===== config.mk =====
export PLATFORM = sky130hd
export DESIGN_NAME = scrx_receive
export DESIGN_NICKNAME = d
export VERILOG_FILES = /design/src/scrx_pkg.sv /design/src/scrx_receive.sv
export VERILOG_INCLUDE_DIRS = /design/src /design/src/src
export SDC_FILE = /design/constraint.sdc
export NUM_CORES = 1
export LEC_CHECK = 0
export BUFFER_PORTS_ARGS = -buffer_cell sky130_fd_sc_hd__buf_4
export CELL_PAD_IN_SITES_DETAIL_PLACEMENT = 0
export CELL_PAD_IN_SITES_GLOBAL_PLACEMENT = 2
export CORE_UTILIZATION = 33
export CTS_CLUSTER_SIZE = 24
export DETAILED_ROUTE_END_ITERATION = 10
export PLACE_DENSITY = 0.76
export SLEW_MARGIN = 10
export SYNTH_ARGS = -nofsm -noshare
export SYNTH_HDL_FRONTEND = slang
export SYNTH_SLANG_ARGS = --single-unit

===== constraint.sdc =====
create_clock -name clk -period 3.18 [get_ports clk]
set_clock_uncertainty 0.05 [all_clocks]
set_input_delay 0.159 -clock clk [delete_from_list [all_inputs] [get_ports clk]]
set_output_delay 0.159 -clock clk [all_outputs]
set_load 0.05 [all_outputs]

===== src/scrx_map.svh =====
/*
 * offsets, field positions, reset values and counts of the card receive path.
 * assumes word addressing over a 32-bit bus: byte address is four times the index.
 */
`ifndef SCRX_MAP_SVH
`define SCRX_MAP_SVH

// register indices and byte addresses
`define SCRX_IDX_STATUS 16'hFE08
`define SCRX_IDX_DATA 16'hFE09
`define SCRX_IDX_CTRL 16'hFE10
`define SCRX_IDX_IRQ_STAT 16'hFE11
`define SCRX_IDX_IRQ_MASK 16'hFE12
`define SCRX_ADDR_STATUS 32'h0003F820
`define SCRX_ADDR_DATA 32'h0003F824
`define SCRX_ADDR_CTRL 32'h0003F840
`define SCRX_ADDR_IRQ_STAT 32'h0003F844
`define SCRX_ADDR_IRQ_MASK 32'h0003F848

// receive_status fields
`define SCRX_ST_NINTH 7
`define SCRX_ST_FINAL 5
`define SCRX_ST_CKERR 4
`define SCRX_ST_FULL 3
`define SCRX_ST_EMPTY 2
`define SCRX_ST_OVR 1
`define SCRX_ST_PAR 0

// control fields
`define SCRX_CT_DIR 0
`define SCRX_CT_NINE 1
`define SCRX_CT_SYNC 2
`define SCRX_CT_BLOCK 3
`define SCRX_CT_CRC 4
`define SCRX_CT_ODD 5
`define SCRX_CTRL_W 6

// interrupt fields
`define SCRX_IRQ_ERR 0
`define SCRX_IRQ_BYTE 1
`define SCRX_IRQ_CKERR 2
`define SCRX_IRQ_W 3

// reset values and checksum constants
`define SCRX_DATA_RESET 8'h00
`define SCRX_CRC_INIT 16'hFFFF
`define SCRX_CRC_POLY 16'h1021
`define SCRX_CRC_RESIDUE 16'h1D0F
`define SCRX_LRC_EXPECT 8'h00

// fifo
`define SCRX_DEPTH 4
`define SCRX_PTR_W 2
`define SCRX_CNT_W 3

`endif


===== src/scrx_pkg.sv =====
/*
 * types of the card receive path.
 * assumes scrx_map.svh on the include path.
 */
`include "scrx_map.svh"

package scrx_pkg;

    typedef enum logic [1:0] {
        SCRX_IDLE = 2'b00,
        SCRX_DATA = 2'b01,
        SCRX_NINTH = 2'b10
    } scrx_rx_e;

    typedef logic [`SCRX_DEPTH-1:0][7:0] scrx_mem_t;

    typedef struct packed {
        logic [2:0] clk_sync;
        logic [1:0] io_sync;
        scrx_rx_e rx;
        logic [2:0] bit_cnt;
        logic [7:0] shift;
        logic ninth;
        scrx_mem_t mem;
        logic [`SCRX_PTR_W-1:0] wr_ptr;
        logic [`SCRX_PTR_W-1:0] rd_ptr;
        logic [`SCRX_CNT_W-1:0] count;
        logic ovr;
        logic par;
        logic ckerr;
        logic final_flag;
        logic [15:0] crc;
        logic [7:0] lrc;
        logic [`SCRX_CTRL_W-1:0] ctrl;
        logic [`SCRX_IRQ_W-1:0] irq_stat;
        logic [`SCRX_IRQ_W-1:0] irq_mask;
        logic wr_pend;
        logic [31:0] wr_addr;
        logic [31:0] rdata;
    } scrx_state_s;

endpackage


===== src/scrx_receive.sv =====
/*
 * receive path of a smart card serial interface behind an ahb-lite slave:
 * bit sampler on the card clock, receive fifo, parity, crc/lrc check, ninth bit,
 * status, interrupt status and mask.
 * assumes card_clk and card_io come from outside the clock domain, and a single
 * ahb-lite master issuing whole-word single transfers.
 */
`timescale 1ns/10ps

module scrx_receive (
    // clock and reset
    input wire logic clk,
    input wire logic arst_n,
    // ahb-lite slave
    input wire logic hsel,
    input wire logic [31:0] haddr,
    input wire logic [1:0] htrans,
    input wire logic hwrite,
    input wire logic [2:0] hsize,
    input wire logic [31:0] hwdata,
    input wire logic hready,
    output logic [31:0] hrdata,
    output logic hreadyout,
    output logic hresp,
    // card link
    input wire logic card_clk,
    input wire logic card_io,
    // events
    output logic receive_error_event,
    output logic irq
);

    function automatic logic [2:0] reg_sel(input logic [31:0] a);
        logic [2:0] s;
        s = 3'h0;
        unique case (a)
            `SCRX_ADDR_STATUS: s = 3'h1;
            `SCRX_ADDR_DATA: s = 3'h2;
            `SCRX_ADDR_CTRL: s = 3'h3;
            `SCRX_ADDR_IRQ_STAT: s = 3'h4;
            `SCRX_ADDR_IRQ_MASK: s = 3'h5;
            default: s = 3'h0;
        endcase
        return s;
    endfunction

    function automatic logic [15:0] crc_step(input logic [15:0] c, input logic [7:0] d);
        logic [15:0] r;
        r = c ^ {d, 8'h00};
        for (int i = 0; i < 8; i++) begin
            r = r[15] ? ((r << 1) ^ `SCRX_CRC_POLY) : (r << 1);
        end
        return r;
    endfunction

    scrx_pkg::scrx_state_s st_reg;
    scrx_pkg::scrx_state_s st_next;

    logic card_rise;
    logic io_bit;
    logic byte_done;
    logic [7:0] byte_val;
    logic par_bad;
    logic ninth_done;
    logic rd_take;
    logic [2:0] rd_sel;
    logic status_read;
    logic data_read;
    logic [2:0] wr_sel;
    logic fifo_full;
    logic fifo_empty;
    logic do_pop;
    logic do_push;
    logic ovr_event;
    logic [15:0] crc_new;
    logic [7:0] lrc_new;
    logic ck_fail;
    logic [`SCRX_IRQ_W-1:0] irq_set;
    logic [`SCRX_IRQ_W-1:0] irq_clr;
    logic [7:0] status_val;

    assign hreadyout = 1'b1;
    assign hresp = 1'b0;
    assign hrdata = st_reg.rdata;

    always_comb begin
        st_next = st_reg;
        byte_done = 1'b0;
        byte_val = st_reg.shift;
        par_bad = 1'b0;
        ninth_done = 1'b0;

        // synchronisers: stage 0 is read only by stage 1
        st_next.clk_sync = {st_reg.clk_sync[1:0], card_clk};
        st_next.io_sync = {st_reg.io_sync[0], card_io};
        card_rise = st_reg.clk_sync[1] & ~st_reg.clk_sync[2];
        io_bit = st_reg.io_sync[1];

        // bit sampler, active in receive direction only
        if (st_reg.ctrl[`SCRX_CT_DIR]) begin
            st_next.rx = scrx_pkg::SCRX_IDLE;
            st_next.bit_cnt = 3'h0;
        end else if (card_rise) begin
            unique case (st_reg.rx)
                scrx_pkg::SCRX_IDLE: begin
                    if (st_reg.ctrl[`SCRX_CT_SYNC]) begin
                        st_next.shift = {io_bit, st_reg.shift[7:1]};
                        st_next.bit_cnt = 3'h1;
                        st_next.rx = scrx_pkg::SCRX_DATA;
                    end else if (!io_bit) begin
                        st_next.bit_cnt = 3'h0;
                        st_next.rx = scrx_pkg::SCRX_DATA;
                    end
                end
                scrx_pkg::SCRX_DATA: begin
                    st_next.shift = {io_bit, st_reg.shift[7:1]};
                    byte_val = {io_bit, st_reg.shift[7:1]};
                    st_next.bit_cnt = 3'(st_reg.bit_cnt + 3'h1);
                    if (st_reg.bit_cnt == 3'h7) begin
                        if (st_reg.ctrl[`SCRX_CT_SYNC] && !st_reg.ctrl[`SCRX_CT_NINE]) begin
                            byte_done = 1'b1;
                            st_next.rx = scrx_pkg::SCRX_IDLE;
                        end else begin
                            st_next.rx = scrx_pkg::SCRX_NINTH;
                        end
                    end
                end
                scrx_pkg::SCRX_NINTH: begin
                    byte_done = 1'b1;
                    st_next.rx = scrx_pkg::SCRX_IDLE;
                    if (st_reg.ctrl[`SCRX_CT_SYNC]) begin
                        ninth_done = 1'b1;
                        st_next.ninth = io_bit;
                    end else begin
                        par_bad = (^{st_reg.shift, io_bit}) != st_reg.ctrl[`SCRX_CT_ODD];
                    end
                end
                default: st_next.rx = scrx_pkg::SCRX_IDLE;
            endcase
        end

        // bus address phase
        rd_take = hsel & hready & htrans[1] & ~hwrite;
        rd_sel = rd_take ? reg_sel(haddr) : 3'h0;
        status_read = rd_sel == 3'h1;
        data_read = rd_sel == 3'h2;
        wr_sel = st_reg.wr_pend ? reg_sel(st_reg.wr_addr) : 3'h0;
        st_next.wr_pend = hsel & hready & htrans[1] & hwrite;
        st_next.wr_addr = haddr;

        // fifo
        fifo_full = st_reg.count == `SCRX_CNT_W'(`SCRX_DEPTH);
        fifo_empty = st_reg.count == `SCRX_CNT_W'(0);
        do_pop = data_read & ~fifo_empty;
        ovr_event = byte_done & fifo_full & ~st_reg.ovr;
        do_push = byte_done & ~fifo_full & ~st_reg.ovr;
        if (do_push) begin
            st_next.mem[st_reg.wr_ptr] = byte_val;
            st_next.wr_ptr = `SCRX_PTR_W'(st_reg.wr_ptr + 1'b1);
        end
        if (do_pop) begin
            st_next.rd_ptr = `SCRX_PTR_W'(st_reg.rd_ptr + 1'b1);
        end
        st_next.count = `SCRX_CNT_W'(st_reg.count + {2'b00, do_push} - {2'b00, do_pop});

        // checksum accumulation and closing check
        crc_new = crc_step(st_reg.crc, byte_val);
        lrc_new = st_reg.lrc ^ byte_val;
        ck_fail = 1'b0;
        if (byte_done) begin
            st_next.crc = crc_new;
            st_next.lrc = lrc_new;
            if (st_reg.final_flag && st_reg.ctrl[`SCRX_CT_BLOCK]) begin
                ck_fail = st_reg.ctrl[`SCRX_CT_CRC] ? (crc_new != `SCRX_CRC_RESIDUE)
                    : (lrc_new != `SCRX_LRC_EXPECT);
            end
        end

        // status flags: a status read clears overrun and parity, a fresh event wins
        if (status_read) begin
            st_next.ovr = 1'b0;
            st_next.par = 1'b0;
        end
        if (byte_done && fifo_full) begin
            st_next.ovr = 1'b1;
        end
        if (par_bad) begin
            st_next.par = 1'b1;
        end
        if (ck_fail) begin
            st_next.ckerr = 1'b1;
        end

        status_val = {st_reg.ninth, 1'b0, st_reg.final_flag, st_reg.ckerr, fifo_full, fifo_empty,
            st_reg.ovr, st_reg.par};

        // register writes in the data phase
        irq_clr = '0;
        unique case (wr_sel)
            3'h1: st_next.final_flag = hwdata[`SCRX_ST_FINAL];
            3'h3: st_next.ctrl = hwdata[`SCRX_CTRL_W-1:0];
            3'h4: irq_clr = hwdata[`SCRX_IRQ_W-1:0];
            3'h5: st_next.irq_mask = hwdata[`SCRX_IRQ_W-1:0];
            default: irq_clr = '0;
        endcase

        // direction change restarts the checksum logic
        if (st_next.ctrl[`SCRX_CT_DIR] != st_reg.ctrl[`SCRX_CT_DIR]) begin
            st_next.crc = `SCRX_CRC_INIT;
            st_next.lrc = `SCRX_LRC_EXPECT;
            st_next.ckerr = 1'b0;
        end

        // interrupt status: set wins over write-one clear, empty feeds nothing
        irq_set = '0;
        irq_set[`SCRX_IRQ_ERR] = ovr_event | par_bad;
        irq_set[`SCRX_IRQ_BYTE] = do_push;
        irq_set[`SCRX_IRQ_CKERR] = ck_fail;
        st_next.irq_stat = (st_reg.irq_stat & ~irq_clr) | irq_set;

        // read data of the address phase
        unique case (rd_sel)
            3'h1: st_next.rdata = {24'h000000, status_val};
            3'h2: st_next.rdata = {24'h000000, fifo_empty ? `SCRX_DATA_RESET : st_reg.mem[st_reg.rd_ptr]};
            3'h3: st_next.rdata = {26'h0, st_reg.ctrl};
            3'h4: st_next.rdata = {29'h0, st_reg.irq_stat};
            3'h5: st_next.rdata = {29'h0, st_reg.irq_mask};
            default: st_next.rdata = 32'h00000000;
        endcase
    end

    assign receive_error_event = ovr_event | par_bad;
    assign irq = |(st_reg.irq_stat & st_reg.irq_mask);

    always_ff @(posedge clk or negedge arst_n) begin
        if (!arst_n) begin
            st_reg <= '0;
            st_reg.crc <= `SCRX_CRC_INIT;
        end else begin
            st_reg <= st_next;
        end
    end
endmodule


==> impl_metrics.yaml, run 1 <==
grt:
  grt_max_degree: 109
  grt_pass1_vias: 5029
  grt_pass1_wl_mm: 26.90
  grtUsageTotal: 0.1629
  antenna_found_initial: 0
  gr-total-overflow: 0
finish:
  n_antenna_cell: 0
  largest_reg_flops: 127
  final_cell_mix: "dfrtp_1, buf_4, nor2_1, nand2_1, xnor2_1"
  mostFrequentLayoutCell: "dfrtp_1"
  final_core_util: 0.4252
  fin_nets: 837
  nFillCells: 1936
  design_area_mm2: 0.008632
  syn_to_final_growth_pct: 26.01
  drive_above_1_share: 0.2339
  fin_cells: 1031
clock_network:
  clk_pin_slew_ps: 60
  cts_buffers: 17
  cts_max_path_buffers: 2
  clock_latency_ps: 420
  cts_setup_buffers: 0
  cts_root_buffer: "clkbuf_16"
  cts_max_level: 4
  clock_sinks: 139
  cts_tree: "built"
synth:
  synth_cells: 637
  syn_area_per_cell_um2: 10.75
  synth_top_cell_area_share: 0.4493
  synth_seq_cells: 139
  synthFlopType: "dfrtp_1"
  yosysSeqAreaShare: 0.5107
  yosys_warnings: 0
  yosysTopAreaCell: "dfrtp_1"
  synthDistinctLibCells: 60
  synth-edff-count: 0
  async_flop_share: 1.000
  synth_area_leaders: "dfrtp_1, dfstp_2, xnor2_1, buf_4, mux2_2"
  syn-cell-area_mm2: 0.006850
timing:
  fin_crit_ps: 3030
  finalHoldViolations: 0
  finalSetupViolations: 0
  max_slew_margin: 0.3080
  drv_slew: 0
  max_freq_mhz: 330.0
  holdWs_ps: 21.02
  min_period_over_period: 0.9529
  max_slew.worst_pin.slew_ps: 1038
setup_path:
  path_max_fanout: 2
  setup.worst_path.start: "haddr[29]"
  cp.required_ps: 3480
  worstPathArrival_ps: 3330
  worstReg2RegStart: "st_reg[157]$_DFFE_PN0P_"
  path_class: "in2reg"
  critPathCaptureType: "register"
  critPathLaunchType: "input pin"
floorplan:
  ioPinCount: 112
  coreArea_mm2: 0.02030
  rows: 52
  die_h_um: 146.1
  die_w_um: 146.1
  initial_utilization: 0.3375
  dieArea_mm2: 0.02134
place:
  dpl.hpwl_mm: 11.42
  place_area_mm2: 0.007590
  dp_cells: 958
  io_buffers: 55
  gp_congestion: 0.8374
drt:
  drt-wirelength-per-cell_um: 15.86
  viasPerCell: 4.720
  antenna_left: 0
  num_vias: 4866
  drt_wl_total_mm: 16.35
  drt-initial-drc-count: 353
  drc_errors: 0
  firstDrtPassIters: 4
power_and_ir_drop:
  power_density_mw_per_mm2: 466.9
  p_leak_nw: 3.808
  peakVddDrop_mv: 0.2782
hold_path:
  hold_start: "hwdata[1]"
  hp-class: "in2reg"
outcome:
  status: "complete, no violations"
job:
  maxCapViolations: 0
[synth_stat cells (all sizes together) (3+ instances only)]
library cell  number
o22ai              3
ha                12
nor2b              7
a32oi              3
and2               8
xor2              14
mux2i             18
or2                5
o21ai             29
nor2              57
nand2b             3
nand2             50
mux4               8
o31ai              4
xnor2             46
nand4              7
a221oi             3
dfstp             16
nor4               5
mux2              21
nor4b              5
a2111oi            3
a21oi             27
nand3              9
or3                3
dfrtp            123
o211ai            12
clkbuf            16
o2bb2ai            7
buf               43
and3               4
nor3              10
inv               28
[critical path, cell delays in order]
cell	delay (ps)
dlygate4sd3_1	540
buf_4	150
nor4_4	120
nand4_1	150
or4_4	460
or4b_4	520
inv_4	70
ha_1	220
inv_1	60
ha_1	130
inv_1	50
fa_1	370
xnor2_1	190
xnor2_1	130
[through the flow]
stage                     setup WS (ps)  power (mW)  TNS (ps)
after floorplan                  -37.32       1.983    -37.32
after global placement           -104.9       2.062    -104.9
after detailed placement         -137.6       2.067    -137.6
after CTS                         25.32       4.088         0
after global routing             -6.425       4.201    -6.425
final                             149.9       4.030         0
[report_power, final]
group | internal (mW) | switching (mW)
clock network | 1.14 | 0.812
registers | 1.80 | 0.0233
logic | 0.0986 | 0.154
total | 3.04 | 0.989
[layout make-up]
class	count	area, µm²	area share
clock buffer	20	456.7	0.05291
clock inverter	12	127.6	0.01478
multi-input combinational	435	3044	0.3527
timing repair buffer	127	1060	0.1228
inverter	28	107.6	0.01247
tap	270	337.8	0.03914
sequential	139	3498	0.4053
[worst paths after layout]
path | to | slack [ps] | depth (start not counted)
max in group asynchronous | st_reg[49]$_DFF_PN0_ | 1790 | 3
hold reg to reg | st_next[162]$_DFF_PN0_ | 300 | 0
setup / recovery | st_reg[107]$_DFF_PN0_ | 150 | 14
min in group asynchronous | st_next[159]$_DFF_PN0_ | 370 | 2
setup reg to reg | st_reg[107]$_DFF_PN0_ | 170 | 12
hold / removal | st_reg[66]$_DFFE_PN0N_ | 20 | 3
[cells by family after synthesis]
logic type	Yosys count	share of synthesized area
AND/OR/NAND/NOR	186	0.1357
flip-flops	139	0.5107
AO/OA/AOI/OAI	103	0.09589
buffers and inverters	87	0.06795
XOR/XNOR	60	0.07671
multiplexers	47	0.08712
adder cells (fa/ha/maj)	13	0.02484
other	2	0.001096
[timing repair]
item,4_1_cts,5_1_grt
hold buffers,41,0
gates resized for setup,0,7
hold endpoints to repair,145,0
setup endpoints to repair,0,2
[metal layers]
metal	vias up	global-route usage	wire length, µm
met1	2389	0.2149	7596
met3	13	0.03656	555
met2	95	0.2684	7973
met4	0	0.04688	226
met5	-	0	0
li1	2369	-	-
Power figures use the tool's default switching activity.
==> run 2: changes to the inputs <==
--- a/config.mk
+++ b/config.mk
@@ -13,6 +13,7 @@
 export CTS_CLUSTER_SIZE = 24
 export DETAILED_ROUTE_END_ITERATION = 10
 export PLACE_DENSITY = 0.76
+export REMOVE_ABC_BUFFERS = 1
 export SLEW_MARGIN = 10
 export SYNTH_ARGS = -nofsm -noshare
 export SYNTH_HDL_FRONTEND = slang
==> run 2 against run 1 <==
  * The run now ends with negative hold slack left
  * Count of clock-buffer cells in the layout shrank 1
  * Design area up 0.17%
  * Combinational power about the same
  * Hold slack worse by 24 ps
  * Largest power group unchanged
  * Sequential cell count stayed put
  * Critical path depth down 2
  * Sequential share of layout area is 0.070 points lower
  * Clock power about the same
  * Power increased by 0.59%
  * Critical path type is now reg2reg
  * Register-to-register slack worse by 30 ps
==> impl_metrics.yaml, run 2 (synthesis gave the netlist of run 1 again) <==
outcome:
  status: "finished, violations left"
  violations: "negative hold slack"
grt:
  grt_pass1_wl_mm: 26.90
  antenna_found_initial: 0
  gr-total-overflow: 0
  grt_max_degree: 74
  grt_pass1_vias: 5164
  grtUsageTotal: 0.1618
place:
  dpl.hpwl_mm: 11.33
  gp_congestion: 0.8255
  io_buffers: 55
power_and_ir_drop:
  power_mw: 4.054
  p_leak_nw: 3.824
  peakVddDrop_mv: 0.3397
  power_density_mw_per_mm2: 468.8
setup_path:
  path_max_fanout: 3
  slowest_delay_ps: 500
  critPathLaunchType: "register"
  critPathCaptureType: "register"
  cp.required_ps: 3430
  crit_path_top_delay_cell: "or3b_2"
  cp.buffers_inverters: 4
  path_class: "reg2reg"
  worstPathArrival_ps: 3290
  crit_chain: "inv_1 > ha_1 > or3b_2 > nor4b_4 > inv_1 > ha_1 > inv_1 > ha_2 > inv_2 > fa_2 > xnor2_2 > xnor2_1"
  cp_common_cell: "inv_1"
  crit_family: "adder cells"
job:
  maxCapViolations: 0
clock_network:
  clock_sinks: 139
  clk_pin_slew_ps: 60
  cts_root_buffer: "clkbuf_16"
  cts_tree: "built"
  cts_max_level: 4
  clock_latency_ps: 420
  cts_max_path_buffers: 2
  cts_buffers: 17
drt:
  drc_errors: 0
  drt-initial-drc-count: 266
  drt_wl_total_mm: 16.32
  firstDrtPassIters: 4
  drt-wirelength-per-cell_um: 15.92
  num_vias: 4875
  antenna_left: 0
  viasPerCell: 4.756
finish:
  n_antenna_cell: 0
  drive_above_1_share: 0.2331
  fin_nets: 831
  mostFrequentLayoutCell: "dfrtp_1"
  syn_to_final_growth_pct: 26.23
  nFillCells: 1899
  final_cell_mix: "dfrtp_1, buf_4, nor2_1, nand2_1, xnor2_1"
  largest_reg_flops: 127
floorplan:
  dieArea_mm2: 0.02134
  initial_utilization: 0.3375
  die_h_um: 146.1
  die_w_um: 146.1
  ioPinCount: 112
  rows: 52
  coreArea_mm2: 0.02030
timing:
  max_slew_margin: 0.4794
  max_slew.worst_pin.slew_ps: 775.0
  max_freq_mhz: 328.8
  fin_crit_ps: 3041
  finalSetupViolations: 0
  holdWs_ps: -3.330
  rsz0062_at_grt: "true"
  finalHoldViolations: 1
  min_period_over_period: 0.9563
  drv_slew: 0
hold_path:
  hp-class: "in2reg"
[run 2: cell types whose count changed in the layout (fill, tap and decap cells not counted), sizes merged]
cell / before / now
buf: 86 / 80
clkinv: 4 / 1
dlygate4sd3: 41 / 38
dlymetal6s4s: 0 / 3
clkbuf: 20 / 19
inv: 34 / 39
clkinvlp: 1 / 0
[run 2: final timing paths]
check / start / slack [ps] / to / cells after the start
setup / recovery: st_reg[156]$_DFFE_PN0P_ / 140 / st_reg[107]$_DFF_PN0_ / 12
hold / removal: haddr[24] / -3 / st_reg[56]$_DFF_PN0_ / 1
setup reg to reg: st_reg[156]$_DFFE_PN0P_ / 140 / st_reg[107]$_DFF_PN0_ / 12
hold reg to reg: st_next[161]$_DFF_PN0_ / 300 / st_next[162]$_DFF_PN0_ / 0
max in group asynchronous: arst_n / 1990 / st_reg[121]$_DFFE_PN0P_ / 3
min in group asynchronous: arst_n / 290 / st_reg[62]$_DFF_PN0_ / 2
[run 2: metal layers]
metal  track usage  wire (µm)  vias to the layer above
met5             0          0                        -
li1              -          -                     2364
met3       0.03656        643                       15
met4       0.05781        240                        0
met1        0.2040       7281                     2388
met2        0.2725       8150                      108
[run 2: stage by stage]
step	instances	util	setup TNS, ps	setup WS, ps	area (µm²)
floorplan	602	-	-16280	-1092	6580
global placement	954	0.3733	-96.20	-96.20	7577
detailed placement	954	0.3733	-126.0	-126.0	7577
CTS	1026	0.4222	0	8.883	8569
global route	1025	0.4260	-27.83	-27.83	8647
finish	1025	0.4260	0	138.8	8647
[run 2: final cells by class]
| cell class | instances | area (µm²) | share of cell area |
|---|---|---|---|
| timing repair buffer | 121 | 1047 | 0.1211 |
| tap | 270 | 337.8 | 0.03907 |
| inverter | 28 | 105.1 | 0.01215 |
| sequential | 139 | 3498 | 0.4046 |
| clock buffer | 19 | 442.9 | 0.05122 |
| clock inverter | 13 | 145.1 | 0.01678 |
| multi-input combinational | 435 | 3070 | 0.3551 |
[run 2: power by group]
group	internal, mW	switching [mW]	leakage (nW)
clock	1.14	0.839	0.292
combinational	0.0975	0.155	1.82
sequential	1.80	0.0226	1.71
[run 2: worst register-to-register path, delay by kind of cell (launching register included)]
family / cells / cell delay (ps)
flip-flops: 1 / 380
adder cells (fa/ha/maj): 4 / 1080
buffers and inverters: 4 / 310
AND/OR/NAND/NOR: 2 / 830
XOR/XNOR: 2 / 280
[run 2: what timing repair did]
| action | in CTS | in global routing |
|---|---|---|
| endpoints found under the hold margin | 96 | 1 |
| pin swaps | 0 | 9 |
| gates resized for setup | 1 | 16 |
| hold buffers | 40 | 1 |
| endpoints found under the setup margin | 2 | 4 |
| setup buffers | 0 | 1 |
==> run 3: changes to the inputs <==
--- a/config.mk
+++ b/config.mk
@@ -6,13 +6,14 @@
 export SDC_FILE = /design/constraint.sdc
 export NUM_CORES = 1
 export LEC_CHECK = 0
+export ABC_AREA = 1
 export BUFFER_PORTS_ARGS = -buffer_cell sky130_fd_sc_hd__buf_4
 export CELL_PAD_IN_SITES_DETAIL_PLACEMENT = 0
 export CELL_PAD_IN_SITES_GLOBAL_PLACEMENT = 2
-export CORE_UTILIZATION = 33
+export CORE_UTILIZATION = 31
 export CTS_CLUSTER_SIZE = 24
 export DETAILED_ROUTE_END_ITERATION = 10
-export PLACE_DENSITY = 0.76
+export PLACE_DENSITY = 0.77
 export REMOVE_ABC_BUFFERS = 1
 export SLEW_MARGIN = 10
 export SYNTH_ARGS = -nofsm -noshare
==> run 3 against run 2 <==
  * The flow now finishes without violations
  * Die area grew 14%
  * Synthesized cell count grew 40%
  * Global-route usage rose by 0.73 points
  * Power shrank 0.54%
  * Sequential share of layout area is 2.0 points lower
  * Cell count grew 30%
  * Sequential power about the same
  * Critical path depth increased by 6
  * Critical path type is now in2reg
  * Largest power group unchanged
  * Highest routed layer unchanged
==> impl_metrics.yaml, run 3 <==
setup_path:
  cp.required_ps: 3440
  crit_path_top_delay_cell: "dlygate4sd3_1"
  cp.buffers_inverters: 6
  path_max_fanout: 7
  crit_chain: "dlygate4sd3_1 > buf_4 > nor2_1 > nand2_1 > nor2_1 > nand2_1 > inv_1 > nand3_1 > a21oi_1 > nor2_1 > nand2_1 > inv_1 > ha_1 > inv_1 > ha_1 > inv_1 > fa_1 > xnor2_1"
  slowest_delay_ps: 540
  critPathCaptureType: "register"
  path_class: "in2reg"
  crit_family: "buffers and inverters"
  critPathLaunchType: "input pin"
  cp_common_cell: "inv_1"
  worstPathArrival_ps: 3160
synth:
  synthDistinctLibCells: 45
  yosysTopAreaCell: "dfrtp_1"
  ys_top_cells_by_count: "nand2_1, dfrtp_1, inv_1, nor2_1, nand3_1"
  syn_area_per_cell_um2: 8.231
  yosysMostFrequentCell: "nand2_1"
  yosys_warnings: 0
  synth_area_leaders: "dfrtp_1, nand2_1, dfstp_2, inv_1, nand3_1"
  synth_cells: 889
  async_flop_share: 1.000
  synth-edff-count: 0
  synth_seq_cells: 139
  syn-cell-area_mm2: 0.007317
  yosysSeqAreaShare: 0.4781
  synthFlopType: "dfrtp_1"
  synth_top_cell_area_share: 0.4207
grt:
  antenna_found_initial: 0
  grtUsageTotal: 0.1691
  gr-total-overflow: 0
  grt_pass1_vias: 5816
  grt_pass1_wl_mm: 31.42
  grt_max_degree: 75
clock_network:
  cts_max_level: 4
  cts_buffers: 17
  clock_sinks: 139
  clock_latency_ps: 420
  cts_max_path_buffers: 2
  clk_pin_slew_ps: 60
  cts_root_buffer: "clkbuf_16"
  cts_setup_buffers: 0
  cts_hold_buf: 43
  cts_tree: "built"
  post_cts_resized: 0
timing:
  min_period_over_period: 0.9117
  drv_slew: 0
  finalHoldViolations: 0
  finalSetupViolations: 0
  max_freq_mhz: 344.9
  max_slew_margin: 0.4448
  fin_crit_ps: 2899
  max_slew.worst_pin.slew_ps: 827.7
  rsz0062_at_grt: "false"
drt:
  drc_errors: 0
  num_vias: 5991
  drt_wl_total_mm: 19.07
  drt-initial-drc-count: 281
  firstDrtPassIters: 4
  drt-wirelength-per-cell_um: 14.31
  antenna_left: 0
  viasPerCell: 4.494
place:
  io_buffers: 55
  dpl.hpwl_mm: 14.00
  place_area_mm2: 0.008082
  gp_congestion: 0.7536
power_and_ir_drop:
  power_density_mw_per_mm2: 443.1
  peakVddDrop_mv: 0.3227
  p_leak_nw: 4.546
finish:
  drive_above_1_share: 0.1480
  final_cell_mix: "nand2_1, dfrtp_1, inv_1, nor2_1, buf_4"
  design_area_mm2: 0.009099
  syn_to_final_growth_pct: 24.35
  n_antenna_cell: 0
  fin_nets: 1096
  final_core_util: 0.3971
  mostFrequentLayoutCell: "nand2_1"
  largest_reg_flops: 127
hold_path:
  hp-class: "in2async"
floorplan:
  die_w_um: 155.6
  dieArea_mm2: 0.02422
  ioPinCount: 112
  initial_utilization: 0.3193
  coreArea_mm2: 0.02292
  die_h_um: 155.6
  rows: 55
job:
  maxCapViolations: 0
outcome:
  status: "complete, no violations"
==> run 3: cell type report <==
type                    count  area (µm²)
repair buffers            126        1070
inverters                 113       426.7
clock inverters            13       143.9
flip-flops and latches    139        3498
clock buffers              19       442.9
multi-input cells         610        3126
well taps                 313       391.6
fillers                  2366       13820
==> run 3: per-stage QoR <==
stage | cells | power [mW] | worst slack (ps) | setup TNS (ps) | hold WS, ps
after floorplan | 862 | 1.933 | -112.9 | -264.9 | -186.6
after global placement | 1258 | 2.038 | 365.7 | 0 | 196.4
after CTS | 1333 | 4.080 | 255.0 | 0 | 299.2
after detailed placement | 1258 | 2.039 | 349.0 | 0 | 199.5
final | 1333 | 4.032 | 280.7 | 0 | 293.1
after global routing | 1333 | 4.176 | 18.46 | 0 | 307.6
==> run 3: final timing paths <==
kind / start / endpoint / slack, ps / cells past startpoint
worst min-delay path: arst_n / st_reg[59]$_DFF_PN0_ / 290 / 2
max in group asynchronous: arst_n / st_reg[85]$_DFFE_PN1P_ / 1980 / 3
worst min register to register: st_next[161]$_DFF_PN0_ / st_next[162]$_DFF_PN0_ / 300 / 0
min in group clk: st_next[161]$_DFF_PN0_ / st_next[162]$_DFF_PN0_ / 300 / 0
worst max-delay path: haddr[29] / st_reg[107]$_DFF_PN0_ / 280 / 18
worst max register to register: st_reg[153]$_DFFE_PN0P_ / st_reg[83]$_DFFE_PN0P_ / 340 / 9
==> run 3: where the power goes <==
group | internal, mW | switching (mW) | total, mW
clock | 1.18 | 0.806 | 1.99
sequential | 1.80 | 0.0139 | 1.81
combinational | 0.0862 | 0.150 | 0.236
==> run 3: cell families after synthesis <==
kind of cell | after synthesis | share of synthesized area
flip-flops | 139 | 0.4781
multiplexers | 4 | 0.005472
adder cells (fa/ha/maj) | 13 | 0.02326
other | 2 | 0.001026
AO/OA/AOI/OAI | 131 | 0.1055
AND/OR/NAND/NOR | 412 | 0.2509
buffers and inverters | 164 | 0.1070
XOR/XNOR | 24 | 0.02873
==> run 3: layer usage <==
metal	share of wire	vias up	global-route usage
met5	0	-	0
met4	0.0074	0	0.04342
met3	0.020	11	0.03028
met2	0.45	76	0.2631
met1	0.52	2839	0.2413
li1	-	3065	-
